[config.mk]
export PLATFORM = sky130hd
export DESIGN_NAME = dec_top
export DESIGN_NICKNAME = d
export VERILOG_FILES = /design/src/hw/dec_pkg.sv /design/src/hw/dec_top.sv
export SDC_FILE = /design/constraint.sdc
export NUM_CORES = 2
export LEC_CHECK = 0
export BUFFER_PORTS_ARGS = -buffer_cell sky130_fd_sc_hd__buf_4
export CAP_MARGIN = 20
export CORE_ASPECT_RATIO = 1.5
export CORE_MARGIN = 2
export CORE_UTILIZATION = 58
export CTS_CLUSTER_DIAMETER = 40
export DETAILED_ROUTE_END_ITERATION = 6
export GPL_ROUTABILITY_DRIVEN = 0
export PLACE_DENSITY = 0.74
export SETUP_SLACK_MARGIN = 0.2
export SKIP_LAST_GASP = 1
export SLEW_MARGIN = 0
export SYNTH_ARGS = -nofsm -noshare
export SYNTH_HDL_FRONTEND = slang
export SYNTH_MEMORY_MAX_BITS = 65536
export SYNTH_SLANG_ARGS = --single-unit
[constraint.sdc]
create_clock -name hclk -period 27.5 [get_ports hclk]
set_input_delay 2.75 -clock hclk [delete_from_list [all_inputs] [get_ports hclk]]
set_output_delay 2.75 -clock hclk [all_outputs]
set_load 0.02 [all_outputs]
[src/hw/dec_pkg.sv]
// Operation
// - Only distances inside near/far window count.
// - Entered limits rounded to representable step.
// - Limits default physical; linear 200-1000 mm.
// - Edge mode asserts output on qualifying change.
// - Difference must lie between min and max.
// - Hysteresis separates switch-on and switch-off.
// - Direction filter: both, positive or negative.
// - Compare with value N cycles earlier.
// - One measurement per cycle time.
// - Auto mode picks fastest stable cycle.
// - Fixed mode uses selected time as maximum.
// - Measuring starts from reset without action.
// - Relative value includes offset, absolute excludes.
// - Analog value shown only when enabled.
// - Low signal level gives no valid distance.
// - Window and edge settings need advanced level; the edge mode bit in CTRL is written at any level.
package dec_pkg;
   // ======================================================================
   // Register offsets (byte addresses).
   localparam logic [7:0] A_CTRL   = 8'h00;
   localparam logic [7:0] A_NEAR   = 8'h04;
   localparam logic [7:0] A_FAR    = 8'h08;
   localparam logic [7:0] A_HMIN   = 8'h0C;
   localparam logic [7:0] A_HMAX   = 8'h10;
   localparam logic [7:0] A_HYST   = 8'h14;
   localparam logic [7:0] A_COFS   = 8'h18;
   localparam logic [7:0] A_OFFS   = 8'h1C;
   localparam logic [7:0] A_STAT   = 8'h20;
   localparam logic [7:0] A_MASK   = 8'h24;
   localparam logic [7:0] A_DIST   = 8'h28;
   localparam logic [7:0] A_REL    = 8'h2C;
   localparam logic [7:0] A_ANA    = 8'h30;
   localparam logic [7:0] A_INFO   = 8'h34;
   // ======================================================================
   // Control field positions.
   localparam int C_RUN  = 0;
   localparam int C_AUTO = 1;
   localparam int C_SEL  = 2;
   localparam int C_ADV  = 5;
   localparam int C_ANA  = 6;
   localparam int C_DIR  = 7;
   localparam int C_EDGE = 9;
   // Status bit positions.
   localparam int S_MEAS = 0;
   localparam int S_RISE = 1;
   localparam int S_FALL = 2;
   localparam int S_INV  = 3;
   // Info field positions.
   localparam int I_Q    = 16;
   localparam int I_LIN  = 17;
   localparam int I_SEL  = 18;
   // ======================================================================
   // Distances are in units of 0.1 mm.
   localparam logic [15:0] PHYS_NEAR = 16'h07D0;
   localparam logic [15:0] PHYS_FAR  = 16'h2710;
   localparam logic [15:0] LIN_MIN   = 16'h07D0;
   localparam logic [15:0] LIN_MAX   = 16'h2710;
   localparam logic [15:0] DISC_MASK = 16'h0003;
   localparam logic [17:0] RST_HMIN  = 18'h0_0064;
   localparam logic [17:0] RST_HMAX  = 18'h0_03E8;
   localparam logic [17:0] HMAG_MAX  = 18'h1_869F;
   localparam logic [10:0] RST_HYST  = 11'h005;
   localparam logic [10:0] HYST_MAX  = 11'h3E8;
   localparam logic [8:0]  RST_COFS  = 9'h008;
   localparam logic [8:0]  COFS_MAX  = 9'h100;
   localparam logic [17:0] RST_OFFS  = 18'h3_E890;
   localparam logic [11:0] LEVEL_MIN = 12'h040;
   localparam logic [9:0]  RST_CTRL  = 10'h003;
   // ======================================================================
   // Direction filter codes.
   typedef enum logic [1:0] {DIR_BOTH, DIR_POS, DIR_NEG, DIR_RSV} dec_dir_t;
   // ======================================================================
   // Cycle times and their clock counts at 25 ns (maxima, rounded down).
   localparam int CLK_PS   = 25000;
   localparam int T0_NS    = 300000;
   localparam int T1_NS    = 500000;
   localparam int T2_NS    = 1000000;
   localparam int T3_NS    = 5000000;
   localparam int T4_NS    = 10000000;
   localparam int CYC0_CNT = T0_NS / (CLK_PS / 1000);
   localparam int CYC1_CNT = T1_NS / (CLK_PS / 1000);
   localparam int CYC2_CNT = T2_NS / (CLK_PS / 1000);
   localparam int CYC3_CNT = T3_NS / (CLK_PS / 1000);
   localparam int CYC4_CNT = T4_NS / (CLK_PS / 1000);
endpackage

[src/hw/dec_top.sv]
// Added by the designer: the register addresses and the AHB-Lite register port.
`timescale 1ns/1ps
module dec_top #(
   parameter int CYC0 = dec_pkg::CYC0_CNT,
   parameter int CYC1 = dec_pkg::CYC1_CNT,
   parameter int CYC2 = dec_pkg::CYC2_CNT,
   parameter int CYC3 = dec_pkg::CYC3_CNT,
   parameter int CYC4 = dec_pkg::CYC4_CNT
) (
   input  wire logic        hclk,
   input  wire logic        hresetn,
   input  wire logic        hsel,
   input  wire logic [31:0] haddr,
   input  wire logic [1:0]  htrans,
   input  wire logic        hwrite,
   input  wire logic [2:0]  hsize,
   input  wire logic [31:0] hwdata,
   input  wire logic        hready,
   output logic             hreadyout,
   output logic             hresp,
   output logic [31:0]      hrdata,
   output logic             meas_trig,
   input  wire logic        meas_ready,
   input  wire logic [15:0] meas_dist,
   input  wire logic [11:0] meas_level,
   input  wire logic [2:0]  stable_sel,
   output logic             q_out,
   output logic             irq
);
   import dec_pkg::*;

   // ======================================================================
   // Bus slave
   // The slave never stalls, so every transfer completes in one data phase.
   assign hreadyout = 1'b1;
   assign hresp     = 1'b0;

   logic       wr_pend_ff;   // A write data phase is running.
   logic [7:0] wr_addr_ff;   // Word address of that write.
   wire        a_go = hsel & hready & htrans[1];
   wire        a_wr = a_go & hwrite;
   wire        a_rd = a_go & ~hwrite;

   // Capture the address phase of a write for use in its data phase.
   always_ff @(posedge hclk or negedge hresetn) begin
      if (!hresetn) begin
         wr_pend_ff <= 1'b0;
         wr_addr_ff <= 8'h00;
      end else begin
         wr_pend_ff <= a_wr;
         wr_addr_ff <= {haddr[7:2], 2'b00};
      end
   end

   // Write strobes, one per writable register.
   wire w_ctrl = wr_pend_ff & (wr_addr_ff == A_CTRL);
   wire w_near = wr_pend_ff & (wr_addr_ff == A_NEAR);
   wire w_far  = wr_pend_ff & (wr_addr_ff == A_FAR);
   wire w_hmin = wr_pend_ff & (wr_addr_ff == A_HMIN);
   wire w_hmax = wr_pend_ff & (wr_addr_ff == A_HMAX);
   wire w_hyst = wr_pend_ff & (wr_addr_ff == A_HYST);
   wire w_cofs = wr_pend_ff & (wr_addr_ff == A_COFS);
   wire w_offs = wr_pend_ff & (wr_addr_ff == A_OFFS);
   wire w_stat = wr_pend_ff & (wr_addr_ff == A_STAT);
   wire w_mask = wr_pend_ff & (wr_addr_ff == A_MASK);

   // ======================================================================
   // Configuration registers
   logic [9:0]  ctrl_ff;   // Run, cycle mode, level, analog, direction, mode.
   logic [15:0] near_ff;   // Near window limit, already rounded.
   logic [15:0] far_ff;    // Far window limit, already rounded.
   logic [17:0] hmin_ff;   // Minimum height change, signed.
   logic [17:0] hmax_ff;   // Maximum height change, signed.
   logic [10:0] hyst_ff;   // Hysteresis.
   logic [8:0]  cofs_ff;   // Cycle offset, 1 to 256.
   logic [17:0] offs_ff;   // Measured value offset, signed.
   logic [3:0]  mask_ff;   // Interrupt mask.

   wire        adv      = ctrl_ff[C_ADV];
   wire        run      = ctrl_ff[C_RUN];
   wire        auto_cyc = ctrl_ff[C_AUTO];
   wire        ana_en   = ctrl_ff[C_ANA];
   wire        edge_en  = ctrl_ff[C_EDGE];
   wire [1:0]  dir      = ctrl_ff[C_DIR+1:C_DIR];

   // round to step
   // Limits snap to the nearest step; the top step saturates, not wraps.
   wire [16:0] rnd_sum  = {1'b0, hwdata[15:0]} + {15'h0000, 2'b10};
   wire [15:0] rnd_lim  = rnd_sum[16] ? ~DISC_MASK : (rnd_sum[15:0] & ~DISC_MASK);
   // Hysteresis and cycle offset are held inside their legal range.
   wire [10:0] hyst_in  = (hwdata[31:11] != 21'h0 || hwdata[10:0] > HYST_MAX)
                          ? HYST_MAX : hwdata[10:0];
   wire [8:0]  cofs_in  = (hwdata[31:9] != 23'h0 || hwdata[8:0] > COFS_MAX) ? COFS_MAX
                          : (hwdata[8:0] == 9'h000) ? 9'h001 : hwdata[8:0];
   // Direction may only change at the advanced level, the rest of CTRL always.
   wire [1:0]  dir_in   = adv ? hwdata[C_DIR+1:C_DIR] : dir;
   wire [9:0]  ctrl_in  = {hwdata[C_EDGE], dir_in, hwdata[C_ANA:C_RUN]};

   // Configuration writes. Reset values start a measuring run at once.
   always_ff @(posedge hclk or negedge hresetn) begin
      if (!hresetn) begin
         ctrl_ff <= RST_CTRL;
         near_ff <= PHYS_NEAR;
         far_ff  <= PHYS_FAR;
         hmin_ff <= RST_HMIN;
         hmax_ff <= RST_HMAX;
         hyst_ff <= RST_HYST;
         cofs_ff <= RST_COFS;
         offs_ff <= RST_OFFS;
         mask_ff <= 4'h0;
      end else begin
         if (w_ctrl) begin
            ctrl_ff <= ctrl_in;
         end
         if (adv) begin
            if (w_near) near_ff <= rnd_lim;
            if (w_far)  far_ff  <= rnd_lim;
            if (w_hmin) hmin_ff <= hwdata[17:0];
            if (w_hmax) hmax_ff <= hwdata[17:0];
            if (w_hyst) hyst_ff <= hyst_in;
            if (w_cofs) cofs_ff <= cofs_in;
         end
         if (w_offs) begin
            offs_ff <= hwdata[17:0];
         end
         if (w_mask) begin
            mask_ff <= hwdata[3:0];
         end
      end
   end

   // ======================================================================
   // Cycle timer
   logic [18:0] cyc_cnt_ff;  // Clocks elapsed in the running cycle.
   logic [2:0]  sel_ff;      // Cycle time step in use.

   wire [2:0]  sel_use = auto_cyc ? stable_sel : ctrl_ff[C_SEL+2:C_SEL];
   wire [18:0] period  = (sel_ff == 3'd0) ? 19'(CYC0) :
                         (sel_ff == 3'd1) ? 19'(CYC1) :
                         (sel_ff == 3'd2) ? 19'(CYC2) :
                         (sel_ff == 3'd3) ? 19'(CYC3) : 19'(CYC4);
   wire        cyc_end = (cyc_cnt_ff >= period - 19'd1);

   // one trigger per cycle
   // The step is taken only at a cycle boundary, so no cycle is ever cut short.
   always_ff @(posedge hclk or negedge hresetn) begin
      if (!hresetn) begin
         cyc_cnt_ff <= 19'h0_0000;
         sel_ff     <= 3'd0;
         meas_trig  <= 1'b0;
      end else begin
         meas_trig <= run & cyc_end;
         if (!run || cyc_end) begin
            cyc_cnt_ff <= 19'h0_0000;
            sel_ff     <= sel_use;
         end else begin
            cyc_cnt_ff <= cyc_cnt_ff + 19'd1;
         end
      end
   end

   // ======================================================================
   // Validity and derived values
   // low level invalid
   wire lvl_ok = (meas_level >= LEVEL_MIN);
   wire win_ok = (meas_dist >= near_ff) && (meas_dist <= far_ff);
   wire cur_ok = lvl_ok & win_ok;
   wire [15:0] cur_d = cur_ok ? meas_dist : 16'h0000;

   // ======================================================================
   // History of past output values
   // Entries are not cleared at reset; a fill count says which are real.
   logic [16:0] hist_mem [256];  // {valid, distance} per past cycle.
   logic [7:0]  wp_ff;           // Next entry to write.
   logic [8:0]  fill_ff;         // Entries written, saturating at 256.

   wire [7:0]  rp      = wp_ff - cofs_ff[7:0];
   wire [16:0] old_e   = hist_mem[rp];
   wire        old_ok  = old_e[16] & (fill_ff >= cofs_ff);

   // Store each blanked or valid result for later comparison.
   always_ff @(posedge hclk) begin
      if (meas_ready) begin
         hist_mem[wp_ff] <= {cur_ok, cur_d};
      end
   end

   // Write pointer and fill count.
   always_ff @(posedge hclk or negedge hresetn) begin
      if (!hresetn) begin
         wp_ff   <= 8'h00;
         fill_ff <= 9'h000;
      end else if (meas_ready) begin
         wp_ff <= wp_ff + 8'd1;
         if (fill_ff != COFS_MAX) fill_ff <= fill_ff + 9'd1;
      end
   end

   // ======================================================================
   // Edge height change evaluation
   wire signed [17:0] diff  = $signed({2'b00, meas_dist}) - $signed({2'b00, old_e[15:0]});
   wire signed [17:0] mag   = diff[17] ? -diff : diff;
   wire signed [18:0] on_lo = 19'($signed(hmin_ff));
   wire signed [18:0] on_hi = 19'(hmax_ff);
   wire signed [18:0] of_lo = 19'($signed(hmin_ff)) - $signed({8'h00, hyst_ff});
   wire signed [18:0] of_hi = 19'($signed(hmax_ff)) + $signed({8'h00, hyst_ff});
   wire signed [18:0] mag_x = 19'(mag);
   wire               pair  = cur_ok & old_ok;

   wire dir_ok = (dir == DIR_POS) ? (diff > 18'sd0) :
                 (dir == DIR_NEG) ? (diff < 18'sd0) : 1'b1;
   wire in_band = (mag_x >= $signed(on_lo)) && (mag_x <= $signed(on_hi));
   wire in_hold = (mag_x >= of_lo) && (mag_x <= of_hi);
   wire q_on    = pair & dir_ok & in_band;
   wire q_keep  = pair & dir_ok & in_hold;

   logic [15:0] dist_ff;   // Last absolute distance, zero when blanked.
   logic        valid_ff;  // Last measurement was valid.
   logic [11:0] level_ff;  // Last received signal level.
   logic        lin_ff;    // Last distance lay in the linear range.

   // edge mode switching output
   // The output only moves when a new result arrives or edge mode is switched off, so it holds per cycle.
   always_ff @(posedge hclk or negedge hresetn) begin
      if (!hresetn) begin
         q_out    <= 1'b0;
         dist_ff  <= 16'h0000;
         valid_ff <= 1'b0;
         level_ff <= 12'h000;
         lin_ff   <= 1'b0;
      end else begin
         if (!edge_en) begin
            q_out <= 1'b0;
         end else if (meas_ready) begin
            q_out <= q_out ? q_keep : q_on;
         end
         if (meas_ready) begin
            dist_ff  <= cur_d;
            valid_ff <= cur_ok;
            level_ff <= meas_level;
            lin_ff   <= (meas_dist >= LIN_MIN) && (meas_dist <= LIN_MAX);
         end
      end
   end

   wire [17:0] rel_v = valid_ff ? ({2'b00, dist_ff} + offs_ff) : 18'h0_0000;
   wire [15:0] ana_v = (ana_en && valid_ff) ? (dist_ff - near_ff) : 16'h0000;

   // ======================================================================
   // Interrupt status
   logic [3:0] stat_ff;    // Sticky events, write one to clear.
   logic       q_prev_ff;  // Output value one clock ago.

   wire [3:0] ev = {meas_ready & ~cur_ok, ~q_out & q_prev_ff,
                    q_out & ~q_prev_ff, meas_ready};
   wire [3:0] clr = w_stat ? hwdata[3:0] : 4'h0;

   // A new event in the clearing cycle wins over the clear.
   always_ff @(posedge hclk or negedge hresetn) begin
      if (!hresetn) begin
         stat_ff   <= 4'h0;
         q_prev_ff <= 1'b0;
         irq       <= 1'b0;
      end else begin
         stat_ff   <= (stat_ff & ~clr) | ev;
         q_prev_ff <= q_out;
         irq       <= |(((stat_ff & ~clr) | ev) & mask_ff);
      end
   end

   // ======================================================================
   // Read data
   wire [7:0]  ra = {haddr[7:2], 2'b00};
   wire [31:0] rd_mux =
      (ra == A_CTRL) ? {22'h00_0000, ctrl_ff} :
      (ra == A_NEAR) ? {16'h0000, near_ff} :
      (ra == A_FAR)  ? {16'h0000, far_ff} :
      (ra == A_HMIN) ? {{14{hmin_ff[17]}}, hmin_ff} :
      (ra == A_HMAX) ? {{14{hmax_ff[17]}}, hmax_ff} :
      (ra == A_HYST) ? {21'h00_0000, hyst_ff} :
      (ra == A_COFS) ? {23'h00_0000, cofs_ff} :
      (ra == A_OFFS) ? {{14{offs_ff[17]}}, offs_ff} :
      (ra == A_STAT) ? {28'h000_0000, stat_ff} :
      (ra == A_MASK) ? {28'h000_0000, mask_ff} :
      (ra == A_DIST) ? {15'h0000, valid_ff, dist_ff} :
      (ra == A_REL)  ? {{14{rel_v[17]}}, rel_v} :
      (ra == A_ANA)  ? {16'h0000, ana_v} :
      (ra == A_INFO) ? {11'h000, sel_ff, lin_ff, q_out, 4'h0, level_ff} : 32'h0000_0000;

   // Read data is latched at the address phase and stands in the data phase.
   always_ff @(posedge hclk or negedge hresetn) begin
      if (!hresetn) begin
         hrdata <= 32'h0000_0000;
      end else if (a_rd) begin
         hrdata <= rd_mux;
      end
   end
endmodule

### Word-level counts from Yosys, hierarchy flattened

Memory sizes are Yosys's and may differ from the RTL's.
Cells that the tools add are included.

* flip-flop bits (word level): 236
* bits in writable memories: 4352
* memories: 1

* add/subtract/negate cells: 12
* order comparisons: 15
* equal/unequal tests: 29
* multiplexer cells: 36
* bitwise gates (word level): 32
* reduce and logical (&&, ||, !) cells: 24

Memory list
* hist_mem: depth 256, width 17, rd ports 1, clocked after memory_dff 0, wr ports 1, line dec_top.sv:173 `logic [16:0] hist_mem [256];`

Operators by type and width (count)
* 32-bit two-way mux: 12
* 19-bit two-way mux: 5
* 6-bit by 3-bit equality test with 1-bit output (second input constant): 8
* 6-bit by 4-bit equality test with 1-bit output (second input constant): 8
* 16-bit two-way mux: 3
* 21-bit two-way mux: 2
* 18-bit by 19-bit less-or-equal comparator with 1-bit output: 2
* 18-bit two-way mux: 2
* 1-bit AND: 24
* 6-bit by 2-bit equality test with 1-bit output (second input constant): 4
* 23-bit nonzero test: 1
* 21-bit nonzero test: 1
* 18-bit by 12-bit adder with 19-bit output: 1
* 19-bit by 1-bit adder with 19-bit output (second input constant): 1
* 18-bit by 19-bit greater-or-equal comparator with 1-bit output: 1
* 19-bit greater-or-equal comparator: 1
* 18-bit by 12-bit subtractor with 19-bit output: 1
* 19-bit by 1-bit subtractor with 19-bit output (second input constant): 1
* 16-bit by 18-bit adder with 18-bit output: 1
* 18-bit greater-or-equal comparator: 1
* 9-bit two-way mux: 2
* 17-bit negation with 18-bit output: 1
* 16-bit by 2-bit adder with 17-bit output (second input constant): 1
* 17-bit by 1-bit greater-than comparator with 1-bit output (second input constant): 1
* other kinds (37): 63

### Logic depth before layout (Yosys ltp)

* word-level depth: 15
* depth in mapped cells: 38

### Worst setup path after synthesis

Ideal clock, no wire load.

* path kind: input-to-reg
* from: input meas_dist[5]
* to: memory hist_mem[0][2], data pin
* setup time: 0.862 ns
* arrival: 11.950 ns
* path slack: 14.688 ns
* stages on the path: 11
* buffers on the path: 1
* path through: ha_1 a21o_1 a21oi_1 o21ai_0 a21oi_1 o21ai_0 a2111oi_0 nor3b_1 a211oi_1 clkbuf_1 and2_1

* longest elaborated chain between the ends: 4
* elaborated cells on any way between the ends: 5

RTL lines
* start, declared: line dec_top.sv:24 `input wire logic [15:0] meas_dist,`
* 16-bit greater-or-equal comparator / 16-bit less-or-equal comparator (equally long branches): line dec_top.sv:166 `wire win_ok = (meas_dist >= near_ff) && (meas_dist <= far_ff);`
* 1-bit logical AND (*): line dec_top.sv:166
* 1-bit AND (*): line dec_top.sv:167 `wire cur_ok = lvl_ok & win_ok;`
* net cur_ok: line dec_top.sv:167
* 16-bit two-way mux (*): line dec_top.sv:168 `wire [15:0] cur_d = cur_ok ? meas_dist : 16'h0000;`
* net cur_d[2]: line dec_top.sv:168
* end, declared: line dec_top.sv:173

The timed path passes the listed nets; every way through them passes the cells marked *.

### Worst setup path in the final report

* from: register wp_ff[0]
* to: register q_out

* longest elaborated chain between the ends: 11
* elaborated cells on any way between the ends: 23

RTL lines
* start, declared: line dec_top.sv:174 `logic [7:0] wp_ff;`
* start signal, assigned: line dec_top.sv:194 `wp_ff <= wp_ff + 8'd1;`
* 8-bit subtractor (*): line dec_top.sv:177 `wire [7:0] rp = wp_ff - cofs_ff[7:0];`
* memory 256 x 17 bit (*)
* 16-bit by 16-bit subtractor with 17-bit output: line dec_top.sv:201 `wire signed [17:0] diff = $signed({2'b00, meas_dist}) - $signed({2'b00, old_e[15:0]});`
* 17-bit negation with 18-bit output / 17-bit by 1-bit < comparator with 1-bit output (equally long branches): line dec_top.sv:202, dec_top.sv:211
* 18-bit two-way mux / 1-bit two-way mux (equally long branches): line dec_top.sv:202, dec_top.sv:211
* 18-bit by 19-bit less-or-equal comparator with 1-bit output, or another cell as far along: line dec_top.sv:212 `wire in_band = (mag_x >= $signed(on_lo)) && (mag_x <= $signed(on_hi));`
* 1-bit logical AND, or another cell as far along: line dec_top.sv:212
* 1-bit AND (on tied branches): line dec_top.sv:214, dec_top.sv:215
* 1-bit two-way mux (*): line dec_top.sv:235 `q_out <= q_out ? q_keep : q_on;`
* 1-bit two-way mux (*): line dec_top.sv:234 `end else if (meas_ready) begin`
* 1-bit two-way mux (*): line dec_top.sv:232 `if (!edge_en) begin`
* end signal, assigned: line dec_top.sv:235
* end, declared: line dec_top.sv:27 `output logic q_out,`

Every way passes the cells marked *; elsewhere a longest branch is shown, timed or not. The select of a mux whose other input is x is not followed.
A chain may end at the register's enable or synchronous reset.

==> metrics.md <==
| Metric | Value |
|---|---|
| CP max FO | 57 |
| Remaining antenna violation count | 0 |
| Post-synth EDFFs | 4,352 |
| Sequential share of the synthesized area | 74.0% |
| Clock latency on the worst-skew pair | 0.98 ns |
| Die X | 464 um |
| Area of placed instances | 0.192 mm^2 |
| Max Root-Sink Buffers | 4 |
| Initial antenna violation count | 19 |
| Most frequent cells in the layout | edfxtp_1 (4,352), mux4_2 (1,348), buf_4 (475) |
| Gr ovfl total | 0 |
| DR vias/cell | 6.76 |
| Post-Synthesis Cells | 8,884 |
| Failing checks | DRC |
| Nets | 9,661 |
| Leak | 68.4 nW |
| GRT met2 Usage | 49.4% |
| CP Capture Type | flop |
| Slew headroom | 17.4% |
| CORE AREA | 0.316 mm^2 |
| GRT Total Usage | 29.4% |
| Pin count of the biggest net entering global routing | 113 |
| Global-route wire length before repair | 679,000 um |
| Finished Cell Area | 0.206 mm^2 |
| H-tree depth | 5 |
| Area of the multi-input gates | 0.0460 mm^2 |
| Hold Violations, Final | 0 |
| Max cap viols | 0 |
| Worst slack at placement | 15.23 ns |
| CP peak stage delay | 1.15 ns |
| Die area | 0.322 mm^2 |
| Peak supply drop | 0.000184 V |
| Top FF cell, synth | edfxtp_1 |
| Worst Hold Class | reg -> reg |
| GR Util met1 | 37.3% |
| Post-Place Cells | 13,100 |
| FP Rows | 253 |
| Final Power | 25.7 mW |
| Clock Skew | 0.0695 ns |
| Fill cell count | 19,700 |
| Final WL | 474,000 um |
| PnR worst setup slack | 15.04 ns |
| Yosys warns | 0 |
| Pwr Density | 124 mW/mm^2 |
| Initial Utilization | 58.2% |
| Setup Buffers After CTS | 0 |
| Period utilization | 45.3% |
| Setup violators final | 0 |
| CP Launch Type | flop |
| IO Port Bufs | 110 |
| Commonest non-fill, non-tap cell in the layout | edfxtp_1 |
| DIE HEIGHT | 694 um |
| Hold slack | 0.491 ns |
| Status | finished, violations left |
| Vias in the first global route | 95,800 |
| Synth Area per Inst | 20.7 um^2 |
| Slew Viols, Final | 0 |
| IO Count | 143 |
| RSZ-0062 raised after global routing | no |
| Post-CTS sizing | 0 |
| Synth Cell Area | 0.184 mm^2 |
| Setup TNS Final | 0 ns |
| CTS root buffer | clkbuf_16 |
| Wire per inst | 34.0 um |
| Pre-antenna DRT Iters | 7 |
| CTS tree | yes |
| Peak Freq | 0.0802 GHz |
| Worst Path Arrival | 13.27 ns |
| # hold bufs at CTS | 0 |
| Critical path's slowest cell | fa_4 |
| CP required | 28.31 ns |
| Post-synthesis register bit count | 4,574 |
| Worst path most repeated cell | buf_4 |
| Vias | 94,200 |
| Sequential cell area | 0.136 mm^2 |
| CTS buffer count | 427 |
| Layout cells sized above 1 | 28.7% |
| Detailed placement HPWL | 281,000 um |
| Util after Layout | 65.3% |
| Finished Layout Cells | 13,900 |
| Busiest grt layer | met2 |
| Critical path class | reg -> reg |
| Drt initial violations | 12,500 |
| Area growth from synthesis to layout | 12.1% |
| Crit path time final | 12.46 ns |
| Clk pin slew, worst setup/hold paths | 0.07 ns |
| Share of flip-flops with an asynchronous set or reset | 4.85% |
| Slew @ Worst Pin | 1.23 ns |
| Distinct cell type count after synthesis | 95 |
| Met3 Resource Use GR | 5.10% |
| DRC viols | 25 |
| Clk sinks | 4,574 |
==> sequential cells by signal, summed over array words and instances, names as in the netlist, 3 cells and up <==
name        flops
cofs_ff         9
ctrl_ff        10
cyc_cnt_ff     19
dist_ff        16
far_ff         14
fill_ff         9
hist_mem     4352
hmax_ff        18
hmin_ff        18
hrdata         22
hyst_ff        11
level_ff       12
mask_ff         4
near_ff        14
offs_ff        18
sel_ff          3
stat_ff         4
wp_ff           8
wr_addr_ff      6
==> final cells by class <==
class                   count  area share [%]
clock buffers             509            5.46
inverters                 126           0.229
diodes                     11          0.0133
flip-flops and latches   4574            66.0
multi-input cells        3708            22.3
clock inverters           283            1.40
repair buffers            511            2.04
well taps                4207            2.55
==> routing by layer <==
metal,vias to the layer above,share of wire [%]
met4,16,5.7
met3,1212,9.4
met2,5833,51
met1,49400,34
li1,37700,-
met5,-,0.024
==> kinds of logic after synthesis <==
logic type      count (synthesis)  synth area share [%]
buf+inv                       607                  1.30
compound gates                646                  2.31
mux                          1489                  17.3
simple gates                 1226                  2.96
xor+xnor                      130                 0.630
other cells                     2               0.00408
flops                        4574                  74.0
fa+ha+maj                     210                  1.45
==> cells in the mapped netlist, types with 70 or more instances <==
cell type	count	share of area [%]
mux2_2	78	0.48
xnor2_1	70	0.33
ha_1	201	1.4
mux4_2	1348	16
o21ai_0	171	0.46
a21oi_1	146	0.40
edfxtp_1	4352	71
nand3_1	115	0.31
nand2_1	422	0.86
clkbuf_1	292	0.60
dfrtp_1	189	2.6
inv_1	125	0.25
buf_1	140	0.29
nor2_1	422	0.86
==> worst paths after layout <==
check,start,to,slack [ns],cells after the start
min reg2reg,hrdata[1],hrdata[1],0.49,2
max,wp_ff[0],q_out,15.04,33
min,hrdata[1],hrdata[1],0.49,2
max in group asynchronous,hresetn,irq,23.43,3
max reg2reg,wp_ff[0],q_out,15.04,33
min in group asynchronous,hresetn,q_out,1.78,1
==> where the power goes <==
part	leakage [nW]	switching [mW]	internal, mW
combinational	18.7	7.06	4.92
clock	6.84	2.61	3.37
sequential	42.8	0.0469	7.66
total	68.4	9.71	16.0
==> worst max-delay path: cells and delay by family (launching register included) <==
family	cells	cell delay, ns
buffers and inverters	5	3.13
AOI/OAI and AO/OA	16	4.71
adders and majority gates	4	2.17
and+or+nand+nor	5	0.54
muxes	3	1.21
DFF	1	0.43
Note: power is estimated with default switching activity, not from simulation.
